--- config.mk ---
export PLATFORM = sky130hd
export DESIGN_NAME = nbs_sizer
export DESIGN_NICKNAME = d
export VERILOG_FILES = /design/src/rtl/nbs_buf2.v /design/src/rtl/nbs_sizer.v
export VERILOG_INCLUDE_DIRS = /design/src /design/src/rtl
export SDC_FILE = /design/constraint.sdc
export NUM_CORES = 1
export LEC_CHECK = 0
export ABC_AREA = 1
export BUFFER_PORTS_ARGS = -buffer_cell sky130_fd_sc_hd__buf_2
export CAP_MARGIN = 20
export CORE_MARGIN = 2
export CORE_UTILIZATION = 35
export DETAILED_ROUTE_END_ITERATION = 8
export GPL_TIMING_DRIVEN = 0
export HOLD_SLACK_MARGIN = 0.06
export SLEW_MARGIN = 25
export SYNTH_ARGS = -nofsm -noshare
export SYNTH_HDL_FRONTEND = slang
export SYNTH_SLANG_ARGS = --single-unit
--- constraint.sdc ---
create_clock -name ref_clk -period 4.25 [get_ports ref_clk]
set_input_delay 0 -clock ref_clk [delete_from_list [all_inputs] [get_ports ref_clk]]
set_output_delay 0 -clock ref_clk [all_outputs]
set_load 0.05 [all_outputs]
--- src/rtl/nbs_map.vh ---
// Constants shared by the narrow bus sizing block and its testbench
`ifndef NBS_MAP_VH
`define NBS_MAP_VH
// ------------------------------------------------------------
// Operand length codes on req_len
// ------------------------------------------------------------
`define NBS_LEN_1 2'h1
`define NBS_LEN_2 2'h2
`define NBS_LEN_4 2'h3
// ------------------------------------------------------------
// Byte masks for each operand length, before shifting by offset, and fixed lane masks
// ------------------------------------------------------------
`define NBS_MASK_1 8'h01
`define NBS_MASK_2 8'h03
`define NBS_MASK_4 8'h0f
`define NBS_MASK_NONE 4'h0
`define NBS_MASK_ALL 4'hf
`define NBS_MASK_LO16 4'h3
`define NBS_MASK_HI16 4'hc
// ------------------------------------------------------------
// Bus size codes after sampling the size pins
// ------------------------------------------------------------
`define NBS_SIZE_32 2'h0
`define NBS_SIZE_16 2'h1
`define NBS_SIZE_8 2'h2
// ------------------------------------------------------------
// Cache line fill shape
// ------------------------------------------------------------
`define NBS_FILL_DWORDS 3'h4
`define NBS_FILL_MAX_CYCLES 16
// ------------------------------------------------------------
// Cycle buffer payload: addr[31:2] 30, enables 4, wdata 32, write 1, first fill 1
// ------------------------------------------------------------
`define NBS_BUF_WIDTH 68
`endif

--- src/rtl/nbs_buf2.v ---
// Two-entry cycle buffer with registered outputs
`timescale 1ns/10ps
module nbs_buf2 (
   input wire ref_clk, // Bus clock
   input wire rst, // Synchronous reset, high
   input wire in_valid, // Producer has a word
   output wire in_ready, // Room for a word
   input wire [67:0] in_data, // Word from producer
   output reg out_valid, // Head entry valid
   input wire out_ready, // Consumer takes head
   output reg [67:0] out_data // Head entry
);
   // ------------------------------------------------------------
   // Storage and occupancy
   // ------------------------------------------------------------
   reg [67:0] tail; // Second entry
   reg [1:0] count; // Entries held, 0 to 2
   reg [1:0] next_count; // Occupancy after this edge
   wire push; // Word enters
   wire pop; // Word leaves
   // Full is honest: the producer stalls with two words held
   assign in_ready = (count != 2'h2);
   assign push = in_valid & in_ready;
   assign pop = out_valid & out_ready;
   // Occupancy after this edge
   always @* begin
      next_count = count;
      if (push && !pop) begin
         next_count = count + 2'h1;
      end else if (pop && !push) begin
         next_count = count - 2'h1;
      end
   end
   // Head stays in a flop so the output has no mux after it
   always @(posedge ref_clk) begin
      if (rst) begin
         count <= 2'h0;
         out_valid <= 1'b0;
         out_data <= {68{1'b0}};
         tail <= {68{1'b0}};
      end else begin
         count <= next_count;
         out_valid <= (next_count != 2'h0);
         if (push && !pop) begin
            // Fill head first, then tail
            if (count == 2'h0) begin
               out_data <= in_data;
            end else begin
               tail <= in_data;
            end
         end else if (pop && !push) begin
            // Tail moves up
            out_data <= tail;
         end else if (pop && push) begin
            // Pass-through or shift with refill
            if (count == 2'h1) begin
               out_data <= in_data;
            end else begin
               out_data <= tail;
               tail <= in_data;
            end
         end
      end
   end
endmodule // nbs_buf2

--- src/rtl/nbs_sizer.v ---
// Splits processor operands and line fills into 32, 16 and 8-bit bus cycles
// Functional notes
// - Enables always contiguous and never all off
// - Bus size honoured during line fills
// - Byte-bus line fill needs at most sixteen cycles
// - Later fill cycles enable only missing bytes
// - Doublewords start at multiples of four
// - Boundary-crossing operands use extra cycles
// - Split internal transfers go high part first
// - Four bytes at offset three: upper three first
// - Wide-bus cycle count per length and offset
// - Narrow buses split by length and offset
// - Size-forced extra cycles go low part first
// - Four bytes on half bus: low word first
`include "nbs_map.vh"
`timescale 1ns/10ps
module nbs_sizer (
   input wire ref_clk, // 20 MHz bus clock
   input wire rst, // Synchronous reset, high
   input wire req_valid, // Operand or fill request
   output reg req_ready, // Idle, takes request
   input wire [31:0] req_addr, // Byte address
   input wire [1:0] req_len, // Operand length code
   input wire req_write, // Write when high
   input wire req_fill, // Cache line fill
   input wire [31:0] req_wdata, // Operand, low byte first
   output wire cyc_valid, // Bus cycle pending
   input wire cyc_ready, // Bus engine takes cycle
   output wire [31:2] cyc_addr, // Doubleword address
   output wire [3:0] byte_lane_enables_n, // Active-low enables
   output wire cyc_write, // Cycle direction
   output wire [31:0] cyc_wdata, // Write data on processor lanes
   output wire cyc_first_fill, // First cycle of a line fill
   input wire cyc_done, // Bus engine finished cycle
   input wire [31:0] cyc_rdata, // Read data on processor lanes
   input wire size8_request_n, // Byte bus size pin, low
   input wire size16_request_n, // Half bus size pin, low
   output reg rd_valid, // Read word ready
   output reg [31:0] rd_data, // Operand or fill dword
   output reg rd_last, // Last word of the request
   output reg op_done // Request complete pulse
);
   // ------------------------------------------------------------
   // States
   // ------------------------------------------------------------
   localparam ST_IDLE = 2'h0; // Waiting for request
   localparam ST_ISSUE = 2'h1; // Pushing a cycle
   localparam ST_WAIT = 2'h2; // Cycle on the bus
   // ------------------------------------------------------------
   // Lane helpers
   // ------------------------------------------------------------
   // Bytes that one cycle moves: lowest lanes first on narrow buses
   function [3:0] take_mask;
      input [3:0] mask;
      input [1:0] size;
      begin
         take_mask = mask;
         if (size == `NBS_SIZE_8) begin
            take_mask = mask & (~mask + 4'h1);
         end else if (size == `NBS_SIZE_16) begin
            if ((mask & `NBS_MASK_LO16) != `NBS_MASK_NONE) begin
               take_mask = mask & `NBS_MASK_LO16;
            end else begin
               take_mask = mask & `NBS_MASK_HI16;
            end
         end
      end
   endfunction
   // Byte lane rotation by the doubleword offset
   function [31:0] rotl;
      input [31:0] w;
      input [1:0] off;
      reg [63:0] t;
      begin
         t = {w, w} << {off, 3'h0};
         rotl = t[63:32];
      end
   endfunction
   // ------------------------------------------------------------
   // Size pin synchronisers
   // ------------------------------------------------------------
   reg s8_meta; // First stage, read only by second
   reg s8_sync; // Second stage
   reg s16_meta; // First stage, read only by second
   reg s16_sync; // Second stage
   wire [1:0] bus_size; // Sampled size code
   // Pins come from the board, so two flops before use
   always @(posedge ref_clk) begin
      if (rst) begin
         s8_meta <= 1'b1;
         s8_sync <= 1'b1;
         s16_meta <= 1'b1;
         s16_sync <= 1'b1;
      end else begin
         s8_meta <= size8_request_n;
         s8_sync <= s8_meta;
         s16_meta <= size16_request_n;
         s16_sync <= s16_meta;
      end
   end
   // Byte size wins when both pins are low
   assign bus_size = !s8_sync ? `NBS_SIZE_8 :
                     !s16_sync ? `NBS_SIZE_16 : `NBS_SIZE_32;
   // ------------------------------------------------------------
   // Transfer state
   // ------------------------------------------------------------
   reg [1:0] state; // Sequencer state
   reg [31:2] base; // Doubleword of operand start
   reg [3:0] lo_mask; // Bytes left in base dword
   reg [3:0] hi_mask; // Bytes left in next dword
   reg [1:0] off; // Operand byte offset
   reg is_write; // Request direction
   reg is_fill; // Line fill in progress
   reg first_fill; // Next cycle is first of fill
   reg [1:0] fill_idx; // Dword within line
   reg [2:0] fill_left; // Dwords still to fill
   reg [31:0] wlanes; // Write data on lanes
   reg [31:0] lanes; // Read bytes gathered on lanes
   reg use_hi; // Current cycle is the upper dword
   wire [3:0] cur_mask; // Bytes for current cycle
   wire [31:2] cur_addr; // Address for current cycle
   wire [7:0] len_mask; // Length mask before shift
   wire [7:0] span; // Length mask placed at offset
   wire [3:0] took; // Bytes moved by finished cycle
   wire [3:0] rest; // Bytes of current dword still open
   wire [31:0] merged; // Lanes with this cycle's read data
   wire [63:0] realign; // Lanes rotated back to operand order
   wire buf_ready; // Room in cycle buffer
   wire push; // Cycle enters buffer
   wire [67:0] payload; // Buffered cycle
   genvar gi;
   // Physical dwords are four-byte aligned, so bit 0-1 pick lanes
   assign len_mask = (req_len == `NBS_LEN_4) ? `NBS_MASK_4 :
                     (req_len == `NBS_LEN_2) ? `NBS_MASK_2 : `NBS_MASK_1;
   // Bytes past the boundary spill into the next dword
   assign span = len_mask << req_addr[1:0];
   // Upper dword goes out first on a split operand
   assign cur_mask = use_hi ? hi_mask : lo_mask;
   assign cur_addr = is_fill ? {base[31:4], fill_idx} : (use_hi ? base + 30'h1 : base);
   // Within a cycle narrow buses take lowest bytes first
   assign took = take_mask(cur_mask, bus_size);
   assign rest = cur_mask & ~took;
   // Collect read bytes on the lanes that this cycle moved
   generate
      for (gi = 0; gi < 4; gi = gi + 1) begin : g_lane
         assign merged[gi*8 +: 8] = took[gi] ? cyc_rdata[gi*8 +: 8] : lanes[gi*8 +: 8];
      end
   endgenerate
   // First fill cycle asks for every byte; later ones only what is missing
   assign payload = {cur_addr, ~(first_fill ? `NBS_MASK_ALL : cur_mask),
                     wlanes, is_write, first_fill};
   assign push = (state == ST_ISSUE) && buf_ready;
   // Doubled word so the shift wraps; only the low half is used
   assign realign = {merged, merged} >> {off, 3'h0};
   // ------------------------------------------------------------
   // Sequencer
   // ------------------------------------------------------------
   // One cycle outstanding at a time; each moves at least one byte,
   // so a byte-bus fill ends within sixteen cycles
   always @(posedge ref_clk) begin
      if (rst) begin
         state <= ST_IDLE;
         req_ready <= 1'b1;
         base <= 30'h0;
         lo_mask <= `NBS_MASK_NONE;
         hi_mask <= `NBS_MASK_NONE;
         off <= 2'h0;
         is_write <= 1'b0;
         is_fill <= 1'b0;
         first_fill <= 1'b0;
         fill_idx <= 2'h0;
         fill_left <= 3'h0;
         wlanes <= 32'h0000_0000;
         lanes <= 32'h0000_0000;
         use_hi <= 1'b0;
         rd_valid <= 1'b0;
         rd_data <= 32'h0000_0000;
         rd_last <= 1'b0;
         op_done <= 1'b0;
      end else begin
         rd_valid <= 1'b0;
         rd_last <= 1'b0;
         op_done <= 1'b0;
         case (state)
            ST_IDLE: begin
               if (req_valid && req_ready) begin
                  // Latch the request and lay it on the lanes
                  req_ready <= 1'b0;
                  base <= req_addr[31:2];
                  off <= req_addr[1:0];
                  is_write <= req_write & ~req_fill;
                  is_fill <= req_fill;
                  first_fill <= req_fill;
                  fill_idx <= req_addr[3:2];
                  fill_left <= `NBS_FILL_DWORDS;
                  wlanes <= rotl(req_wdata, req_addr[1:0]);
                  lanes <= 32'h0000_0000;
                  lo_mask <= req_fill ? `NBS_MASK_ALL : span[3:0];
                  hi_mask <= req_fill ? `NBS_MASK_NONE : span[7:4];
                  use_hi <= ~req_fill && (span[7:4] != `NBS_MASK_NONE);
                  state <= ST_ISSUE;
               end
            end
            ST_ISSUE: begin
               // A full buffer stalls the sequencer here
               if (push) begin
                  state <= ST_WAIT;
               end
            end
            ST_WAIT: begin
               if (cyc_done) begin
                  first_fill <= 1'b0;
                  lanes <= merged;
                  if (use_hi) begin
                     hi_mask <= rest;
                  end else begin
                     lo_mask <= rest;
                  end
                  if (rest != `NBS_MASK_NONE) begin
                     // Same dword, more bytes outstanding
                     state <= ST_ISSUE;
                  end else if (is_fill) begin
                     // Dword of the line is complete
                     rd_valid <= 1'b1;
                     rd_data <= merged;
                     lanes <= 32'h0000_0000;
                     if (fill_left == 3'h1) begin
                        rd_last <= 1'b1;
                        op_done <= 1'b1;
                        req_ready <= 1'b1;
                        state <= ST_IDLE;
                     end else begin
                        fill_left <= fill_left - 3'h1;
                        fill_idx <= fill_idx + 2'h1;
                        lo_mask <= `NBS_MASK_ALL;
                        state <= ST_ISSUE;
                     end
                  end else if (use_hi) begin
                     // Upper part done, lower part follows
                     use_hi <= 1'b0;
                     state <= ST_ISSUE;
                  end else begin
                     // Operand complete, realign to low byte first
                     rd_valid <= ~is_write;
                     rd_data <= realign[31:0];
                     rd_last <= ~is_write;
                     op_done <= 1'b1;
                     req_ready <= 1'b1;
                     state <= ST_IDLE;
                  end
               end
            end
            default: begin
               state <= ST_IDLE;
               req_ready <= 1'b1;
            end
         endcase
      end
   end
   // ------------------------------------------------------------
   // Cycle buffer toward the bus engine
   // ------------------------------------------------------------
   nbs_buf2 u_buf (
      .ref_clk(ref_clk),
      .rst(rst),
      .in_valid(state == ST_ISSUE),
      .in_ready(buf_ready),
      .in_data(payload),
      .out_valid(cyc_valid),
      .out_ready(cyc_ready),
      .out_data({cyc_addr, byte_lane_enables_n, cyc_wdata, cyc_write, cyc_first_fill})
   );
endmodule // nbs_sizer

Word level (Yosys, flattened, before mapping)

Index checks and enable logic that the tools add are counted.

Add/subtract/negate cells: 6
Equality and inequality tests: 24
Shift-type cells: 3
Multiplexer cells: 88
Bitwise operators: 14
Reductions and logical operators: 28

Operator list:

| cell                                                | count |
|---|---|
| 2-to-1 mux 68 bit                                   | 10 |
| 2-to-1 mux 32 bit                                   | 6 |
| 2-to-1 mux 4 bit                                    | 17 |
| one-hot mux 32 bit (2 select lines)                 | 1 |
| left shift 64 x 5 -> 64 bit                         | 1 |
| right shift 64 x 5 -> 32 bit                        | 1 |
| 2-to-1 mux 30 bit                                   | 2 |
| 2-to-1 mux 8 bit                                    | 4 |
| adder 30 x 1 -> 30 bit, second input constant       | 1 |
| 2-to-1 mux 2 bit                                    | 14 |
| != test 2 bit, second input constant                | 12 |
| 2-to-1 mux 1 bit                                    | 21 |
| one-hot mux 4 bit (2 select lines)                  | 2 |
| 2-to-1 mux 3 bit                                    | 5 |
| inverter 4 bit                                      | 3 |
| AND reduction 4 bit                                 | 3 |
| AND reduction 6 bit                                 | 2 |
| nonzero test 4 bit                                  | 3 |
| bitwise AND 4 bit                                   | 2 |
| equality test 2 bit, second input constant          | 4 |
| left shift 4 x 2 -> 8 bit                           | 1 |
| equality test 2 x 1 -> 1 bit, second input constant | 3 |
| logical AND 1 bit                                   | 6 |
| != test 3 bit, second input constant                | 2 |
| other kinds (21)                                    | 37 |

Register bits after elaboration: 294
Input bits: 107
Output and inout port bits: 105
Logic and storage cells: 189

Depth between registers and ports, before layout

Depth after elaboration: 13
Depth in mapped cells: 14

Hierarchy

Synthesis repeated with hierarchy kept, for this count alone.

Cell total of the unflattened synthesis: 2467
Area total of the unflattened synthesis: 15522.4 um^2

By module, submodules not included:

| module    | instances | cells each | area an instance (um^2) |
|---|---|---|---|
| nbs_sizer | 1         | 1416       | 8947.3 |
| nbs_buf2  | 1         | 1051       | 6575.1 |

Worst setup path before layout

Ideal clock, no wire load.

Path kind: flip-flop to flip-flop
Start: register u_buf.out_valid
End: register u_buf.out_data[23]
Library setup time: 115 ps
Data arrival time: 1650 ps
Required time: 4135 ps
Slack: 2485 ps
Stages on the path, launching flop included: 12
Clock period less this slack: 1765 ps
Cell sequence: dfxtp_1 > nand2_1 > inv_1 > nand2_1 > nand2_1 > nand2_2 > inv_2 > buf_6 > buf_2 > a21oi_1 > o21ai_0 > inv_1

Longest elaborated chain between the ends: 5
Elaborated cells between the ends (all ways): 10
Those cells by class: eq/ne (1); mux (2); bitwise (1); reduce/logical (6)

RTL lines:

| element                                                       | line          | text |
|---|---|---|
| from (decl)                                                   | nbs_buf2.v:9  | `output reg out_valid,` |
| from (signal assigned)                                        | nbs_buf2.v:43 | `out_valid <= (next_count != 2'h0);` |
| bitwise AND 1 bit (*)                                         | nbs_buf2.v:24 | `assign pop = out_valid & out_ready;` |
| zero test 1 bit                                               | nbs_buf2.v:44 | `if (push && !pop) begin` |
| logical AND 1 bit                                             | nbs_buf2.v:44 |  |
| != test 2 bit (no line) or nonzero test 3 bit (tied branches) | --            |  |
| AND reduction 2 bit (no line)                                 | --            |  |
| to (signal assigned)                                          | nbs_buf2.v:47 | `out_data <= in_data;` |
| to (signal assigned)                                          | nbs_buf2.v:53 | `out_data <= tail;` |
| to (signal assigned)                                          | nbs_buf2.v:57 | `out_data <= in_data;` |
| to (decl)                                                     | nbs_buf2.v:11 | `output reg [67:0] out_data` |

Every way passes the cells marked *; elsewhere a longest branch is shown, timed or not.
A chain may end at the register's enable or synchronous reset.

Worst setup path in the final report

Start: register state[1]
End: register wlanes[12]

Longest elaborated chain between the ends: 2

RTL lines:

| element                       | line            | text |
|---|---|---|
| from (decl)                   | nbs_sizer.v:107 | `reg [1:0] state;` |
| from (signal assigned)        | nbs_sizer.v:162 | `state <= ST_IDLE;` |
| from (signal assigned)        | nbs_sizer.v:201 | `state <= ST_ISSUE;` |
| from (signal assigned)        | nbs_sizer.v:207 | `state <= ST_WAIT;` |
| zero test 2 bit               | nbs_sizer.v:184 | `case (state)` |
| AND reduction 2 bit (no line) | --              |  |
| to (signal assigned)          | nbs_sizer.v:196 | `wlanes <= rotl(req_wdata, req_addr[1:0]);` |
| to (decl)                     | nbs_sizer.v:117 | `reg [31:0] wlanes;` |

Every way passes these cells.

==> impl_metrics.toml <==
[logic_synthesis]
synth.avg_cell_area_um2 = 6.78
ys_seq_elements = 294
synth_top_cells_by_count = "367 x nand2_1, 294 x dfxtp_1, 279 x inv_1, 251 x a21oi_1, 229 x o21ai_0"
synthTopCellsByArea = "dfxtp_1 39%, nand2_1 9.0%, a21oi_1 8.2%"
syn_nets = 2361
synth_largest_area_cell = "dfxtp_1"
synth-async-reset-ratio = 0
yosysMostFrequentCell = "nand2_1"
ys.warnings.count = 0
netlist_instances = 2248
ys_seq_area_frac = 0.386
synthDistinctLibCells = 48
syn-cell-area_mm2 = 0.0153
synth_edf_count = 0
yosysTopAreaCellShare = 0.386
synth_ff_type = "dfxtp_1"

[setup_path]
required_ns = 4.70
crit_slowest_cell = "dlygate4sd3_1"
crit_top_cell = "nand3_1"
path_cells = "nor2_1 -> nand3_1 -> inv_2 -> buf_1 -> nand3_1 -> dlygate4sd3_1 -> o211ai_1 -> inv_1"
start_kind = "register"
cp_max_fo = 10
crit_type = "register to register"
path_buf_inv = 4
cp_slowest_stage_delay_ns = 0.60
regToRegSetupSlack_ns = 1.41
crit_family = "buffers and inverters"
arrival_ns = 3.28
critPathCaptureType = "register"

[sta]
finalCritPeriodShare = 0.667
finalSetupViolCount = 0
skew_ns = 0.0265
min_period_ns = 2.84
worstMarginPinSlew_ns = 0.992
finalMaxSlewViolations = 0
fin_tns_setup_ns = 0
max-slew-margin-rel = 0.339
timing.hold.ws_ns = 0.0766
fmax_mhz = 353
final_hold_viol_count = 0
rsz0062_at_grt = "no"

[clocking]
insertion_delay_ns = 0.58
clk_pin_slew_ns = 0.06
cts_made_buffers = 36
clkSinkCount = 294
post_cts_buffers = 0
htreeDepth = 2
root_buffer = "clkbuf_16"
tritoncts = "built"
cts_buffer_depth = 3

[detailed_routing]
top_layer = "met4"
totalWireLength_um = 62300
remaining_drc_errors = 0
drt-met1-wl_um = 28500
drtAntennaViolNets = 0
wl_met3_um = 4320
drtIter0Drc = 1422
wl_per_cell_um = 19.4
met2_wirelength_um = 27700
vias_per_cell = 5.14
dr.pass1.iters = 6
num_vias = 16500

[power]
total_leakage_power_nw = 8.92
peakVddDrop_mv = 0.438
power_density_mw_per_mm2 = 605

[floorplan]
die_y_um = 213
core-area_mm2 = 0.0431
die_area_mm2 = 0.0453
chipWidth_um = 213
num_io_pins = 212
start_util = 0.354
core.rowCount = 76

[grt]
grt_max_degree = 14
grt_pass1_wl_um = 92600
antenna_found_initial = 0
track_usage = 0.272
grt.overflow.total = 0
grt_pass1_vias = 15400

[job]
cap_violations = 0

[placement]
dp_hpwl_um = 46900
place_inst = 3044
port_buffers = 211
place.gp.congestion = 0.945

[finish]
finalCoreUtilization = 0.449
antenna_cells = 0
drive_gt1_frac = 0.154
area_growth_pct = 26.9
final_net_count = 2719
finalNonFillerCells = 3215

[outcome]
outcome = "finished clean"

[min_path]
hold_path_class = "input pin to register"
[state kept, by name (all words and copies together), names as in the netlist, 2 cells and up]
name	count
fill_left	3
wlanes	32
fill_idx	2
hi_mask	4
u_buf.tail	68
base	30
lanes	32
off	2
u_buf.count	2
u_buf.out_data	68
rd_data	32
state	2
lo_mask	4
[cell type report]
| type | count | area [µm²] |
|---|---|---|
| buffer | 148 | 678 |
| clock buffer | 49 | 1050 |
| clock inverter | 13 | 176 |
| fill | 4452 | 23700 |
| inverter | 293 | 1100 |
| multi-input combinational | 1513 | 7590 |
| sequential | 294 | 5890 |
| tap | 585 | 732 |
| timing repair buffer | 320 | 2150 |
[cell usage in the layout (no fill, tap or decap), types with 12 or more instances in the layout]
cell | netlist | layout
dlygate4sd3_1 | 0 | 109
clkbuf_1 | 78 | 81
buf_2 | 37 | 248
inv_1 | 279 | 279
nand3_2 | 16 | 16
a21oi_1 | 251 | 251
nor2_1 | 223 | 223
nand2_2 | 13 | 13
nand2_1 | 367 | 367
xor2_1 | 16 | 16
o211ai_1 | 55 | 55
nand4_1 | 24 | 24
buf_1 | 20 | 20
dfxtp_1 | 294 | 294
o21ai_0 | 229 | 229
or2_2 | 15 | 15
clkbuf_16 | 0 | 36
nand3_1 | 203 | 203
o21ai_1 | 12 | 12
[logic make-up after synthesis]
kind of cell,share of synthesized area
AOI/OAI and AO/OA,0.202
xor gates and xnor gates,0.0132
adders and majority gates,0.00492
buffers and inverters,0.117
DFF,0.386
muxes,0.00205
and+or+nand+nor,0.275
[tightest hold or removal path, stage by stage]
cell	delay, ns
buf_2	0.08
inv_1	0.04
nand4_1	0.11
nand3_1	0.10
nand3_1	0.08
nand3_1	0.06
a21oi_1	0.12
[layer usage]
| metal | GRT usage | vias up |
|---|---|---|
| met3 | 0.0481 | 102 |
| met5 | 0 | - |
| met4 | 0.0883 | 0 |
| met2 | 0.423 | 614 |
| met1 | 0.381 | 7789 |
| li1 | - | 8036 |
[power by group]
group	switching, W	total (W)	internal (W)	leakage, nW
registers	0.000390	0.00372	0.00333	2.41
clock network	0.00131	0.00323	0.00192	0.606
logic	0.00344	0.00476	0.00133	5.90
total	0.00514	0.0117	0.00658	8.92
[final timing paths]
| path | start | end | cells past startpoint |
|---|---|---|---|
| worst max register to register | state[1] | wlanes[12] | 8 |
| worst min register to register | s8_meta | s8_sync | 1 |
| worst min-delay path | cyc_rdata[27] | rd_data[19] | 7 |
| worst max-delay path | state[1] | wlanes[12] | 8 |
[stage by stage]
stage / cell area, µm² / setup WS [ns] / power, W
floorplan: 15300 / 2.48 / 0.00689
global placement: 17000 / 1.95 / 0.00830
detailed placement: 17000 / 1.93 / 0.00835
CTS: 19400 / 1.51 / 0.0117
global route: 19400 / 1.30 / 0.0124
finish: 19400 / 1.41 / 0.0117
[timing repair]
| action | CTS | global route |
|---|---|---|
| resized for setup | 0 | 0 |
| hold endpoints to repair | 124 | 0 |
| hold buffers | 109 | 0 |
No activity file was read; power rests on OpenSTA's default activity.
